## src/include/hspc_pkg.sv

```systemverilog
// constants and types shared by the high-speed pulse counter
// assumes a single 100 MHz clock domain and synchronous field inputs
`default_nettype none

package hspc_pkg;

  // clock and measurement windows
  localparam int unsigned CLK_FREQ_HZ     = 100_000_000;
  localparam int unsigned MS_PER_S        = 1000;
  localparam int unsigned WINDOW_LONG_MS  = 1000;
  localparam int unsigned WINDOW_SHORT_MS = 200;
  localparam int unsigned WINDOW_LONG_CYCLES  =
    CLK_FREQ_HZ / MS_PER_S * WINDOW_LONG_MS;
  localparam int unsigned WINDOW_SHORT_CYCLES =
    CLK_FREQ_HZ / MS_PER_S * WINDOW_SHORT_MS;

  // widths and reset values
  localparam int unsigned COUNT_W  = 32;
  localparam int unsigned RANGE_N  = 2;
  localparam int unsigned STATUS_W = 4;
  localparam logic [COUNT_W-1:0] COUNT_RESET = 32'h0000_0000;
  localparam logic [COUNT_W-1:0] COUNT_ONE   = 32'h0000_0001;

  // bit positions in channelInputStatus
  localparam int unsigned STS_A  = 0;
  localparam int unsigned STS_B  = 1;
  localparam int unsigned STS_Z  = 2;
  localparam int unsigned STS_LS = 3;

  // measure_window_select encoding
  localparam logic WINDOW_SEL_LONG  = 1'h0;
  localparam logic WINDOW_SEL_SHORT = 1'h1;

  // counting_mode encoding
  typedef enum logic [1:0] {
    HSPC_MODE_PULSE_DIR = 2'h0,
    HSPC_MODE_UP_DOWN   = 2'h1,
    HSPC_MODE_QUAD      = 2'h2
  } hspc_mode_e;

  // count step decoded from the pulse inputs
  typedef enum logic [1:0] {
    HSPC_STEP_NONE = 2'h0,
    HSPC_STEP_UP   = 2'h1,
    HSPC_STEP_DOWN = 2'h2
  } hspc_step_e;

  // quadrature transitions as {prevA, prevB, curA, curB}, A leading = up
  localparam logic [3:0] QUAD_UP_0 = 4'h2;
  localparam logic [3:0] QUAD_UP_1 = 4'hB;
  localparam logic [3:0] QUAD_UP_2 = 4'hD;
  localparam logic [3:0] QUAD_UP_3 = 4'h4;
  localparam logic [3:0] QUAD_DN_0 = 4'h1;
  localparam logic [3:0] QUAD_DN_1 = 4'h7;
  localparam logic [3:0] QUAD_DN_2 = 4'hE;
  localparam logic [3:0] QUAD_DN_3 = 4'h8;

endpackage

`default_nettype wire

```

## src/design/hspc_counter.sv

```systemverilog
// single-channel high-speed pulse counter with period count and
// two count-triggered outputs
// assumes field inputs already synchronous to clk; no register bus
`default_nettype none

module hspc_counter #(
  parameter int unsigned WINDOW_LONG_CYCLES  = hspc_pkg::WINDOW_LONG_CYCLES,
  parameter int unsigned WINDOW_SHORT_CYCLES = hspc_pkg::WINDOW_SHORT_CYCLES
) (
  // clock, reset, enable
  input  wire logic                         clk,
  input  wire logic                         resetn,
  input  wire logic                         ce,
  // field inputs
  input  wire logic                         pulseA,
  input  wire logic                         pulseB,
  input  wire logic                         indexInput,
  input  wire logic                         limitSwitch,
  // configuration
  input  wire logic [1:0]                   countingMode,
  input  wire logic                         measureWindowSelect,
  input  wire logic [hspc_pkg::COUNT_W-1:0] presetValue,
  input  wire logic                         forcePresetA,
  input  wire logic                         freezeCount,
  input  wire logic                         indexPresetEnable,
  input  wire logic                         limitPresetEnable,
  // range output setup
  input  wire logic [hspc_pkg::RANGE_N-1:0] rangeEnable,
  input  wire logic [hspc_pkg::RANGE_N-1:0][hspc_pkg::COUNT_W-1:0] rangeLow,
  input  wire logic [hspc_pkg::RANGE_N-1:0][hspc_pkg::COUNT_W-1:0] rangeHigh,
  // results
  output logic [hspc_pkg::COUNT_W-1:0]      pulseTotal,
  output logic [hspc_pkg::COUNT_W-1:0]      periodCount,
  output logic [hspc_pkg::STATUS_W-1:0]     channelInputStatus,
  output logic [hspc_pkg::RANGE_N-1:0]      rangeOutputs
);

  typedef struct packed {
    logic [hspc_pkg::COUNT_W-1:0]  count;
    logic [hspc_pkg::COUNT_W-1:0]  startCount;
    logic [hspc_pkg::COUNT_W-1:0]  periodCount;
    logic [hspc_pkg::COUNT_W-1:0]  windowCnt;
    logic                          windowSel;
    logic                          prevA;
    logic                          prevB;
    logic [hspc_pkg::STATUS_W-1:0] status;
    logic [hspc_pkg::RANGE_N-1:0]  rangeOn;
  } hspc_state_s;

  hspc_state_s                  st_reg;
  hspc_state_s                  st_next;
  logic [1:0]                   rstPipe_reg;
  logic                         rstSync;
  logic [hspc_pkg::RANGE_N-1:0] rangeOnNext;
  logic [hspc_pkg::COUNT_W-1:0] countNext;
  logic [hspc_pkg::COUNT_W-1:0] windowLen;
  logic                         windowEnd;
  logic                         anyPreset;
  logic                         riseA;
  logic                         riseB;
  hspc_pkg::hspc_step_e         step;

  // decode one quadrature transition, double changes give no step
  function automatic hspc_pkg::hspc_step_e quadStep(
    input logic [3:0] trans
  );
    hspc_pkg::hspc_step_e res;
    res = hspc_pkg::HSPC_STEP_NONE;
    if (trans == hspc_pkg::QUAD_UP_0 || trans == hspc_pkg::QUAD_UP_1 ||
        trans == hspc_pkg::QUAD_UP_2 || trans == hspc_pkg::QUAD_UP_3) begin
      res = hspc_pkg::HSPC_STEP_UP;
    end else if (trans == hspc_pkg::QUAD_DN_0 ||
                 trans == hspc_pkg::QUAD_DN_1 ||
                 trans == hspc_pkg::QUAD_DN_2 ||
                 trans == hspc_pkg::QUAD_DN_3) begin
      res = hspc_pkg::HSPC_STEP_DOWN;
    end
    return res;
  endfunction

  // reset release through two flip-flops
  always_ff @(posedge clk or negedge resetn) begin
    if (!resetn) begin
      rstPipe_reg <= 2'h0;
    end else begin
      rstPipe_reg <= {rstPipe_reg[0], 1'b1};
    end
  end
  assign rstSync = rstPipe_reg[1];

  // edge and preset conditions
  assign riseA     = pulseA & ~st_reg.prevA;
  assign riseB     = pulseB & ~st_reg.prevB;
  assign anyPreset = forcePresetA
                   | (indexInput & indexPresetEnable)
                   | (limitSwitch & limitPresetEnable);

  // window length and end of window
  assign windowLen = (st_reg.windowSel == hspc_pkg::WINDOW_SEL_LONG) ?
                     WINDOW_LONG_CYCLES[hspc_pkg::COUNT_W-1:0] :
                     WINDOW_SHORT_CYCLES[hspc_pkg::COUNT_W-1:0];
  assign windowEnd = (measureWindowSelect == st_reg.windowSel) &&
                     (st_reg.windowCnt == windowLen - hspc_pkg::COUNT_ONE);

  // step from the pulse inputs by counting mode; inputs at 80/160 kHz
  // change far slower than the clock so every edge is seen
  always_comb begin
    step = hspc_pkg::HSPC_STEP_NONE;
    unique case (hspc_pkg::hspc_mode_e'(countingMode))
      hspc_pkg::HSPC_MODE_PULSE_DIR: begin
        if (riseA) begin
          step = pulseB ? hspc_pkg::HSPC_STEP_DOWN : hspc_pkg::HSPC_STEP_UP;
        end
      end
      hspc_pkg::HSPC_MODE_UP_DOWN: begin
        if (riseA && !riseB) begin
          step = hspc_pkg::HSPC_STEP_UP;
        end else if (riseB && !riseA) begin
          step = hspc_pkg::HSPC_STEP_DOWN;
        end
      end
      hspc_pkg::HSPC_MODE_QUAD: begin
        step = quadStep({st_reg.prevA, st_reg.prevB,
                         pulseA, pulseB});
      end
      default: begin
        step = hspc_pkg::HSPC_STEP_NONE;
      end
    endcase
  end

  // next count apart from the state copy, so the range outputs
  // do not loop back through st_next; presets beat freeze beat steps
  always_comb begin
    countNext = st_reg.count;
    if (anyPreset) begin
      countNext = presetValue;
    end else if (!freezeCount) begin
      if (step == hspc_pkg::HSPC_STEP_UP) begin
        countNext = st_reg.count + hspc_pkg::COUNT_ONE;
      end else if (step == hspc_pkg::HSPC_STEP_DOWN) begin
        countNext = st_reg.count - hspc_pkg::COUNT_ONE;
      end
    end
  end

  // count, window and status next state
  always_comb begin
    st_next = st_reg;
    st_next.count = countNext;
    st_next.prevA = pulseA;
    st_next.prevB = pulseB;
    st_next.status[hspc_pkg::STS_A]  = pulseA;
    st_next.status[hspc_pkg::STS_B]  = pulseB;
    st_next.status[hspc_pkg::STS_Z]  = indexInput;
    st_next.status[hspc_pkg::STS_LS] = limitSwitch;
    // a changed window select restarts the window
    if (measureWindowSelect != st_reg.windowSel) begin
      st_next.windowSel  = measureWindowSelect;
      st_next.windowCnt  = hspc_pkg::COUNT_RESET;
      st_next.startCount = st_reg.count;
    end else if (windowEnd) begin
      st_next.periodCount = st_reg.count - st_reg.startCount;
      st_next.startCount  = st_reg.count;
      st_next.windowCnt   = hspc_pkg::COUNT_RESET;
    end else begin
      st_next.windowCnt = st_reg.windowCnt + hspc_pkg::COUNT_ONE;
    end
    st_next.rangeOn = rangeOnNext;
  end

  // range outputs follow the next count value
  for (genvar i = 0; i < hspc_pkg::RANGE_N; i++) begin : gRange
    hspc_range_out uRange (
      .enable     (rangeEnable[i]),
      .rangeLow   (rangeLow[i]),
      .rangeHigh  (rangeHigh[i]),
      .countValue (countNext),
      .isOn       (st_reg.rangeOn[i]),
      .onNext     (rangeOnNext[i])
    );
  end

  // state register, frozen while ce is low
  always_ff @(posedge clk or negedge rstSync) begin
    if (!rstSync) begin
      st_reg <= '0;
    end else if (ce) begin
      st_reg <= st_next;
    end
  end

  // outputs straight from the state register
  assign pulseTotal         = st_reg.count;
  assign periodCount        = st_reg.periodCount;
  assign channelInputStatus = st_reg.status;
  assign rangeOutputs       = st_reg.rangeOn;
endmodule

`default_nettype wire

```

## src/design/hspc_range_out.sv

```systemverilog
// next state of one count-triggered range output
// assumes the caller registers onNext and feeds it back as isOn
`default_nettype none

module hspc_range_out (
  // range setup
  input  wire logic                         enable,
  input  wire logic [hspc_pkg::COUNT_W-1:0] rangeLow,
  input  wire logic [hspc_pkg::COUNT_W-1:0] rangeHigh,
  // count and present state
  input  wire logic [hspc_pkg::COUNT_W-1:0] countValue,
  input  wire logic                         isOn,
  // next output level
  output logic                              onNext
);

  // off when disabled; the high mark wins when both marks match
  always_comb begin
    if (!enable) begin
      onNext = 1'b0;
    end else if (countValue == rangeHigh) begin
      onNext = 1'b0;
    end else if (countValue == rangeLow) begin
      onNext = 1'b1;
    end else begin
      onNext = isOn;
    end
  end

endmodule

`default_nettype wire

```

## config.mk

```make
export PLATFORM = sky130hd
export DESIGN_NAME = hspc_counter
export DESIGN_NICKNAME = d
export VERILOG_FILES = /design/src/include/hspc_pkg.sv /design/src/design/hspc_counter.sv /design/src/design/hspc_range_out.sv
export SDC_FILE = /design/constraint.sdc
export NUM_CORES = 1
export LEC_CHECK = 0
export BUFFER_PORTS_ARGS = -buffer_cell sky130_fd_sc_hd__buf_2
export CORE_AREA = 2 2 188 190
export CTS_BUF_LIST = sky130_fd_sc_hd__clkbuf_8
export DETAILED_ROUTE_END_ITERATION = 10
export DIE_AREA = 0 0 190 192
export MAX_ROUTING_LAYER = met4
export PLACE_DENSITY_LB_ADDON = 0.3
export SLEW_MARGIN = 20
export SYNTH_ARGS = -nofsm -noshare
export SYNTH_HDL_FRONTEND = slang
export SYNTH_SLANG_ARGS = --single-unit
```

## constraint.sdc

```tcl
create_clock -name clk -period 5.9 [get_ports clk]
set_input_delay 0.295 -clock clk [delete_from_list [all_inputs] [get_ports clk]]
set_output_delay 0.295 -clock clk [all_outputs]
set_load 0.02 [all_outputs]
```

==> results of run 1 <==
-- worst min-delay path: stages --
cell,delay [ps]
buf_2,100
nor2_1,80
a211oi_1,50
-- synthesized netlist by cell type, types with 10 or more instances --
library cell	count	area [um2]
mux2_2	11	123.9
or3_1	22	137.6
nor2b_1	11	68.82
nor2_1	129	484.2
nand4_1	49	306.5
a211o_1	12	105.1
and4_1	12	105.1
a21oi_1	98	490.5
nor3_1	44	220.2
o31ai_1	16	120.1
and3_1	20	125.1
a31oi_1	26	162.7
a21o_1	12	90.09
o221ai_1	10	87.58
buf_1	15	56.30
xor2_1	115	1007
o2111ai_1	20	175.2
dfrtp_1	137	3428
o211ai_1	12	90.09
o21ai_0	149	745.7
a22oi_1	15	112.6
nand3_1	71	355.3
o32ai_1	11	96.34
o22ai_1	21	131.4
a22o_1	10	87.58
nand2_1	184	690.7
xnor2_1	112	980.9
a2111oi_0	10	87.58
mux2i_1	12	120.1
nand2b_1	21	131.4
ha_1	34	425.4
nor4_1	35	219.0
buf_4	70	525.5
inv_1	87	326.6
or4_1	15	112.6
clkbuf_1	99	371.6
a211oi_1	23	172.7
-- cell type report --
class                      instances  area, um2
sequential                       137       3432
clock inverter                    15      151.4
fill                            3464      17830
multi-input combinational       1505       9948
timing repair buffer             318       1777
antenna                            5      12.51
inverter                          88      330.3
tap                              455      569.3
clock buffer                      17      234.0
-- cell usage in the layout (no fill, tap or decap), drive strengths merged, types with 21 or more instances in the layout --
cell      n
nor2    129
inv      97
a211oi   23
xor2    115
nor4     39
nand4    49
or3      22
nand2   184
a31oi    26
o22ai    21
nand3    72
a21oi    98
dfrtp   137
nor3     46
ha       34
buf     317
nand2b   21
xnor2   112
o21ai   150
-- logic make-up (layout without fill, tap and decap cells) --
logic type                 after synthesis  after routing  share of synthesized area (%)
and+or+nand+nor                        666            666                          23.23
adders and majority gates               35             35                          3.042
buffers and inverters                  280            438                          9.041
DFF                                    137            137                          23.41
AOI/OAI and AO/OA                      550            550                          25.59
other                                    1              6                        0.02561
muxes                                   24             24                          1.769
xor gates and xnor gates               229            229                          13.89
-- power groups by stage --
stage                     logic (uW)  clock network, uW  registers [uW]
after detailed placement        1960                  0            1170
after floorplan                 1280                  0            1130
after global placement          1950                  0            1170
after CTS                       1970                801            1150
final                           2040                787            1160
after global routing            2160                837            1170
-- worst paths after layout --
kind / start / end / slack [ps] / cells after the start
min in group asynchronous: resetn / rstPipe_reg[1]$_DFF_PN0_ / 130 / 2
max reg2reg: pulseTotal[1]$_DFFE_PN0P_ / rangeOutputs[0]$_DFFE_PN0P_ / 420 / 14
min: rangeEnable[1] / rangeOutputs[1]$_DFFE_PN0P_ / 70 / 3
min reg2reg: rstPipe_reg[1]$_DFF_PN0_ / st_reg[101]$_DFFE_PN0P_ / 330 / 0
max in group asynchronous: rstPipe_reg[1]$_DFF_PN0_ / channelInputStatus[3]$_DFFE_PN0P_ / 4440 / 1
max: pulseTotal[1]$_DFFE_PN0P_ / rangeOutputs[0]$_DFFE_PN0P_ / 420 / 14
-- stage by stage --
step / instances / utilization (%)
4_1_cts: 2535 / 47.95
3_3_place_gp: 2502 / 46.78
3_5_place_dp: 2502 / 46.80
6_report: 2540 / 47.99
5_1_grt: 2539 / 47.98
2_1_floorplan: 1922 / -
-- metal layers --
| metal | routed length, um | GRT usage (%) | up-vias |
|---|---|---|---|
| met5 | 0 | - | - |
| met2 | 34070 | 66.10 | 1272 |
| met3 | 8408 | 9.757 | 272 |
| li1 | - | - | 7300 |
| met4 | 6804 | 31.87 | 0 |
| met1 | 30780 | 54.20 | 8180 |
==> flow_metrics.py, run 1 <==
metrics = {
    "run_status": {
        "status": "finished clean",
    },
    "power": {
        "power.share.clock_pct": 19.8,
        "p_per_area_nw_per_um2": 242.0,
        "max-vdd-ir-drop_uv": 128.9,
        "total_power_uw": 3982,
        "power_frac_seq_pct": 29.0,
        "sw_frac_of_total_pct": 48.47,
        "p_switching_uw": 1930,
        "p_int_uw": 2052,
        "p_leak_uw": 0.006933,
        "combinationalPowerShare_pct": 51.2,
    },
    "global_routing": {
        "grt_max_degree": 62,
        "antenna_found_initial": 4,
        "grt_pass1_wl_mm": 113.0,
        "globalRouteOverflowTotal": 0,
        "track_usage_pct": 44.79,
        "grt_pass1_vias": 16010,
    },
    "setup_path": {
        "arrival_ps": 5870,
        "path_class": "register to register",
        "critPathLaunchType": "register",
        "crit_top_cell": "nor4_1",
        "cp_cell_sequence": "inv_1 -> ha_1 -> or4b_4 -> nor4_1 -> nand4_1 -> a2111oi_0 -> buf_4 -> xnor2_1 -> o21ai_0 -> a221oi_1 -> o2111ai_1 -> nor4_1 -> and4_1 -> a21oi_1",
        "cpPeakStageDelay_ps": 870,
        "critPathTopFamily": "simple AND/OR/NAND/NOR gates",
        "crit_buf_inv": 2,
        "worst_setup_path_end_kind": "register",
        "crit_required_ps": 6290,
        "cp_slowest_cell": "nor4_1",
        "crit_fanout": 11,
    },
    "synthesis": {
        "ys_seq_area_share_pct": 23.41,
        "dominantRegCellSynth": "dfrtp_1",
        "yosysWarnings": 0,
        "ys_seq_elements": 137,
        "syn_area_per_cell_um2": 7.618,
        "postSynthCellCount": 1922,
        "synth-edff-count": 0,
        "syn-cell-area_um2": 14640,
        "syn_nets": 2133,
        "synth_cell_types": 95,
        "synthArstFlopShare_pct": 100.0,
    },
    "timing": {
        "rsz0062_at_grt": "no",
        "worst_slew_pin_slew_ps": 1293,
        "relSlewSlack_pct": 13.37,
        "finalCriticalPeriod_ps": 5480,
        "hold_ws_ps": 72.17,
        "setup_viol": 0,
        "max_freq_mhz": 182.5,
        "finalClockSkew_ps": 35.21,
        "hold_violations": 0,
        "tns_ps": 0,
        "finalMaxSlewViolations": 0,
        "fin_crit_sh_pct": 92.88,
        "setup_slack_ps": 419.9,
    },
    "die": {
        "die-area_um2": 36480,
        "initial_core_util_pct": 42.70,
        "rows": 68,
        "boundaryPins": 246,
        "die_w_um": 190,
        "core_area_um2": 34290,
        "die_height_um": 192,
    },
    "cts": {
        "ctsLongestPathBuffers": 2,
        "cts.reportedPaths.clkPinSlew_ps": 120,
        "htree_num_levels": 4,
        "cts_setup_buffers": 0,
        "tritoncts": "built",
        "holdBufCountCts": 1,
        "insertion_delay_ps": 490,
        "post_cts_resized": 0,
        "cts_buffers": 17,
        "clock-sinks": 137,
        "cts-root-buf": "clkbuf_8",
    },
    "detailed_routing": {
        "vias_per_cell": 6.702,
        "drt_wl_total_mm": 80.06,
        "vias": 17020,
        "wl_per_cell_um": 31.52,
        "ant_nets": 0,
        "first_pass_iters": 8,
        "drt_iter0_drc": 2422,
        "remaining_drc_errors": 0,
    },
    "cells_and_area": {
        "nets": 2278,
        "design_area_um2": 16450,
        "layout-drive-gt1-share_pct": 19.42,
        "largest_reg_flops": 65,
        "syn_to_final_growth_pct": 12.38,
    },
    "placed_design": {
        "pre_cts_slack_ps": 692.0,
        "hpwlAfterDp_mm": 63.74,
        "portBuffers": 245,
        "postPlaceCellArea_um2": 16050,
        "gp_congestion": 1.103,
    },
    "hold_path": {
        "hold_class": "input port to register",
    },
    "job": {
        "cap_violations": 0,
    },
}
Note: power is estimated with default switching activity, not from simulation.
==> run 2: changes to the inputs <==
- ABC_AREA: unset -> 1
- CORE_AREA: 2 2 188 190 -> 2 2 175 177
- DIE_AREA: 0 0 190 192 -> 0 0 177 179
==> run 2 against run 1 <==
Effect of this change:
- register-to-register slack better by 2100 ps
- clock power up 4.7%
- via count down 21%
- clock skew down 19 ps
- count of clock-buffer cells in the layout unchanged
- synthesized cell count up 5.1%
- non-clock buffer count down 65
- fmax up 62%
- sequential power about the same
- routed wire length down 48%
- first-iteration DRC count down 60%
- final cell count up 1.7%
==> flow_metrics.py, run 2 <==
metrics = {
    "cells_and_area": {
        "fillers": 3256,
        "largest_reg_flops": 65,
        "final_common_cell": "nand2_1",
        "syn_to_final_growth_pct": 11.74,
        "layout-drive-gt1-share_pct": 16.14,
        "nets": 2386,
        "final_cell_mix": "nand2_1 (656), buf_2 (245), nor2_1 (214), inv_1 (212), nand3_1 (158)",
        "design_area_um2": 14090,
    },
    "timing": {
        "finalCriticalPeriod_ps": 3388,
        "relSlewSlack_pct": 32.71,
        "setup_viol": 0,
        "max_freq_mhz": 295.2,
        "tns_ps": 0,
        "finalClockSkew_ps": 16.31,
        "rsz0062_at_grt": "no",
        "hold_ws_ps": 58.73,
        "fin_crit_sh_pct": 57.42,
        "finalMaxSlewViolations": 0,
        "worst_slew_pin_slew_ps": 1001,
        "hold_violations": 0,
    },
    "global_routing": {
        "globalRouteOverflowTotal": 0,
        "grt_pass1_wl_mm": 66.05,
        "grt_max_degree": 74,
        "grt_pass1_vias": 12570,
        "track_usage_pct": 27.42,
        "antenna_found_initial": 0,
    },
    "detailed_routing": {
        "vias": 13370,
        "vias_per_cell": 5.176,
        "ant_nets": 0,
        "wl_per_cell_um": 16.17,
        "first_pass_iters": 6,
        "drt_iter0_drc": 964,
        "drt_wl_total_mm": 41.77,
        "remaining_drc_errors": 0,
    },
    "setup_path": {
        "crit_fanout": 45,
        "crit_required_ps": 6260,
        "worst_setup_path_end_kind": "register",
        "critPathLaunchType": "register",
        "path_class": "register to register",
        "rrSetupSlack_ps": 2510,
        "arrival_ps": 3750,
    },
    "synthesis": {
        "ys_seq_area_share_pct": 27.20,
        "yosysWarnings": 0,
        "ys_seq_elements": 137,
        "synth_top_area_cell": "dfrtp_1",
        "synthArstFlopShare_pct": 100.0,
        "yosysMostFrequentCell": "nand2_1",
        "yosys-top-cells-area": "dfrtp_1 (27%), nand2_1 (20%), nor2_1 (6.4%)",
        "synthTopCellsByCount": "nand2_1 (656), nor2_1 (214), inv_1 (213), nand3_1 (158), dfrtp_1 (137)",
        "postSynthCellCount": 2020,
        "synth_top_area_share_pct": 27.20,
        "syn_area_per_cell_um2": 6.241,
        "syn-cell-area_um2": 12610,
        "synth_cell_types": 51,
        "synth-edff-count": 0,
        "dominantRegCellSynth": "dfrtp_1",
        "syn_nets": 2231,
    },
    "placed_design": {
        "portBuffers": 245,
        "hpwlAfterDp_mm": 33.98,
        "postPlaceCellArea_um2": 13640,
        "gp_congestion": 0.9779,
    },
    "cts": {
        "insertion_delay_ps": 460,
        "clock-sinks": 137,
        "cts-root-buf": "clkbuf_8",
        "cts.reportedPaths.clkPinSlew_ps": 90,
        "post_cts_resized": 0,
        "tritoncts": "built",
        "htree_num_levels": 4,
        "cts_buffers": 17,
        "ctsLongestPathBuffers": 2,
    },
    "power": {
        "p_leak_uw": 0.007256,
        "max-vdd-ir-drop_uv": 125.0,
        "total_power_uw": 3450,
        "p_per_area_nw_per_um2": 244.9,
    },
    "job": {
        "cap_violations": 0,
    },
    "run_status": {
        "status": "finished clean",
    },
    "die": {
        "die_w_um": 177,
        "rows": 64,
        "initial_core_util_pct": 41.98,
        "core_area_um2": 30030,
        "die-area_um2": 31680,
        "die_height_um": 179,
        "boundaryPins": 246,
    },
    "hold_path": {
        "hold_class": "input port to register",
    },
}
==> run 2: cell count changes in the layout (fill, tap and decap cells not counted), sizes merged, moves of 65 or more <==
cell / delta
xnor2: -84
nand2: +494
nand3: +91
nor2: +90
inv: +122
xor2: -74
buf: -65
==> run 2: stage by stage <==
stage / util (%) / worst slack, ps / std cells
floorplan: - / 1800 / 2020
CTS: 46.83 / 2510 / 2582
global placement: 45.44 / 2478 / 2550
global route: 46.90 / 2157 / 2583
finish: 46.91 / 2512 / 2584
detailed placement: 45.44 / 2506 / 2550
==> run 2: repair_timing <==
item / 4_1_cts / 5_1_grt
hold buffers: 1 / 0
hold endpoints to repair: 2 / 0
buffers inserted: 0 / 0
==> run 2: layout make-up <==
type	instances	area, um2	area share (%)
antenna	1	2.502	0.01777
inverter	218	819.5	5.818
clock buffer	17	234.0	1.661
timing repair buffer	253	1301	9.238
multi-input combinational	1548	7627	54.15
tap	396	495.5	3.517
clock inverter	14	173.9	1.235
sequential	137	3432	24.36
==> run 2: path summary, 6_finish.rpt <==
| check | from | depth (start not counted) | end |
|---|---|---|---|
| worst min register to register | rstPipe_reg[1]$_DFF_PN0_ | 0 | channelInputStatus[0]$_DFFE_PN0P_ |
| min in group asynchronous | resetn | 2 | rstPipe_reg[1]$_DFF_PN0_ |
| worst max register to register | channelInputStatus[0]$_DFFE_PN0P_ | 21 | rangeOutputs[0]$_DFFE_PN0P_ |
| max in group asynchronous | rstPipe_reg[1]$_DFF_PN0_ | 1 | st_reg[8]$_DFFE_PN0P_ |
| worst min-delay path | indexInput | 3 | channelInputStatus[2]$_DFFE_PN0P_ |
| worst max-delay path | channelInputStatus[0]$_DFFE_PN0P_ | 21 | rangeOutputs[0]$_DFFE_PN0P_ |
==> run 2: power by group <==
group	total [uW]	switching (uW)	internal, uW
logic	1450	929	525
registers	1170	137	1030
clock network	824	407	418
==> run 2: routing by layer <==
layer | track usage, % | part of all wire [%] | up-vias
li1 | - | - | 6713
met1 | 38.37 | 47 | 6068
met2 | 40.43 | 43 | 517
met3 | 2.926 | 6.4 | 76
met4 | 11.12 | 3.6 | 0
met5 | - | 0 | -
==> run 2: worst max-delay path, stage by stage (launching register included) <==
cell     delay, ps
dfrtp_1        440
inv_2          100
nand2_1         60
nand2_1        110
nand3_4        150
nand2_4        400
inv_2          250
nand2_4        150
nand2_2        120
nand2_1        100
nand3_1        170
nand2_1        280
xor2_1         170
nand2_1         60
nor2_1         120
nand2_1        120
nor2_1         170
nand3_1         90
nand2_1         70
nand2_1         50
nand2_1         70
inv_1           30
==> run 2: kinds of logic after synthesis <==
family / synth area share, %
AOI/OAI and AO/OA: 9.211
xor gates and xnor gates: 4.794
adders and majority gates: 3.534
buffers and inverters: 12.35
DFF: 27.20
muxes: 0.07941
other: 0.02975
and+or+nand+nor: 42.81
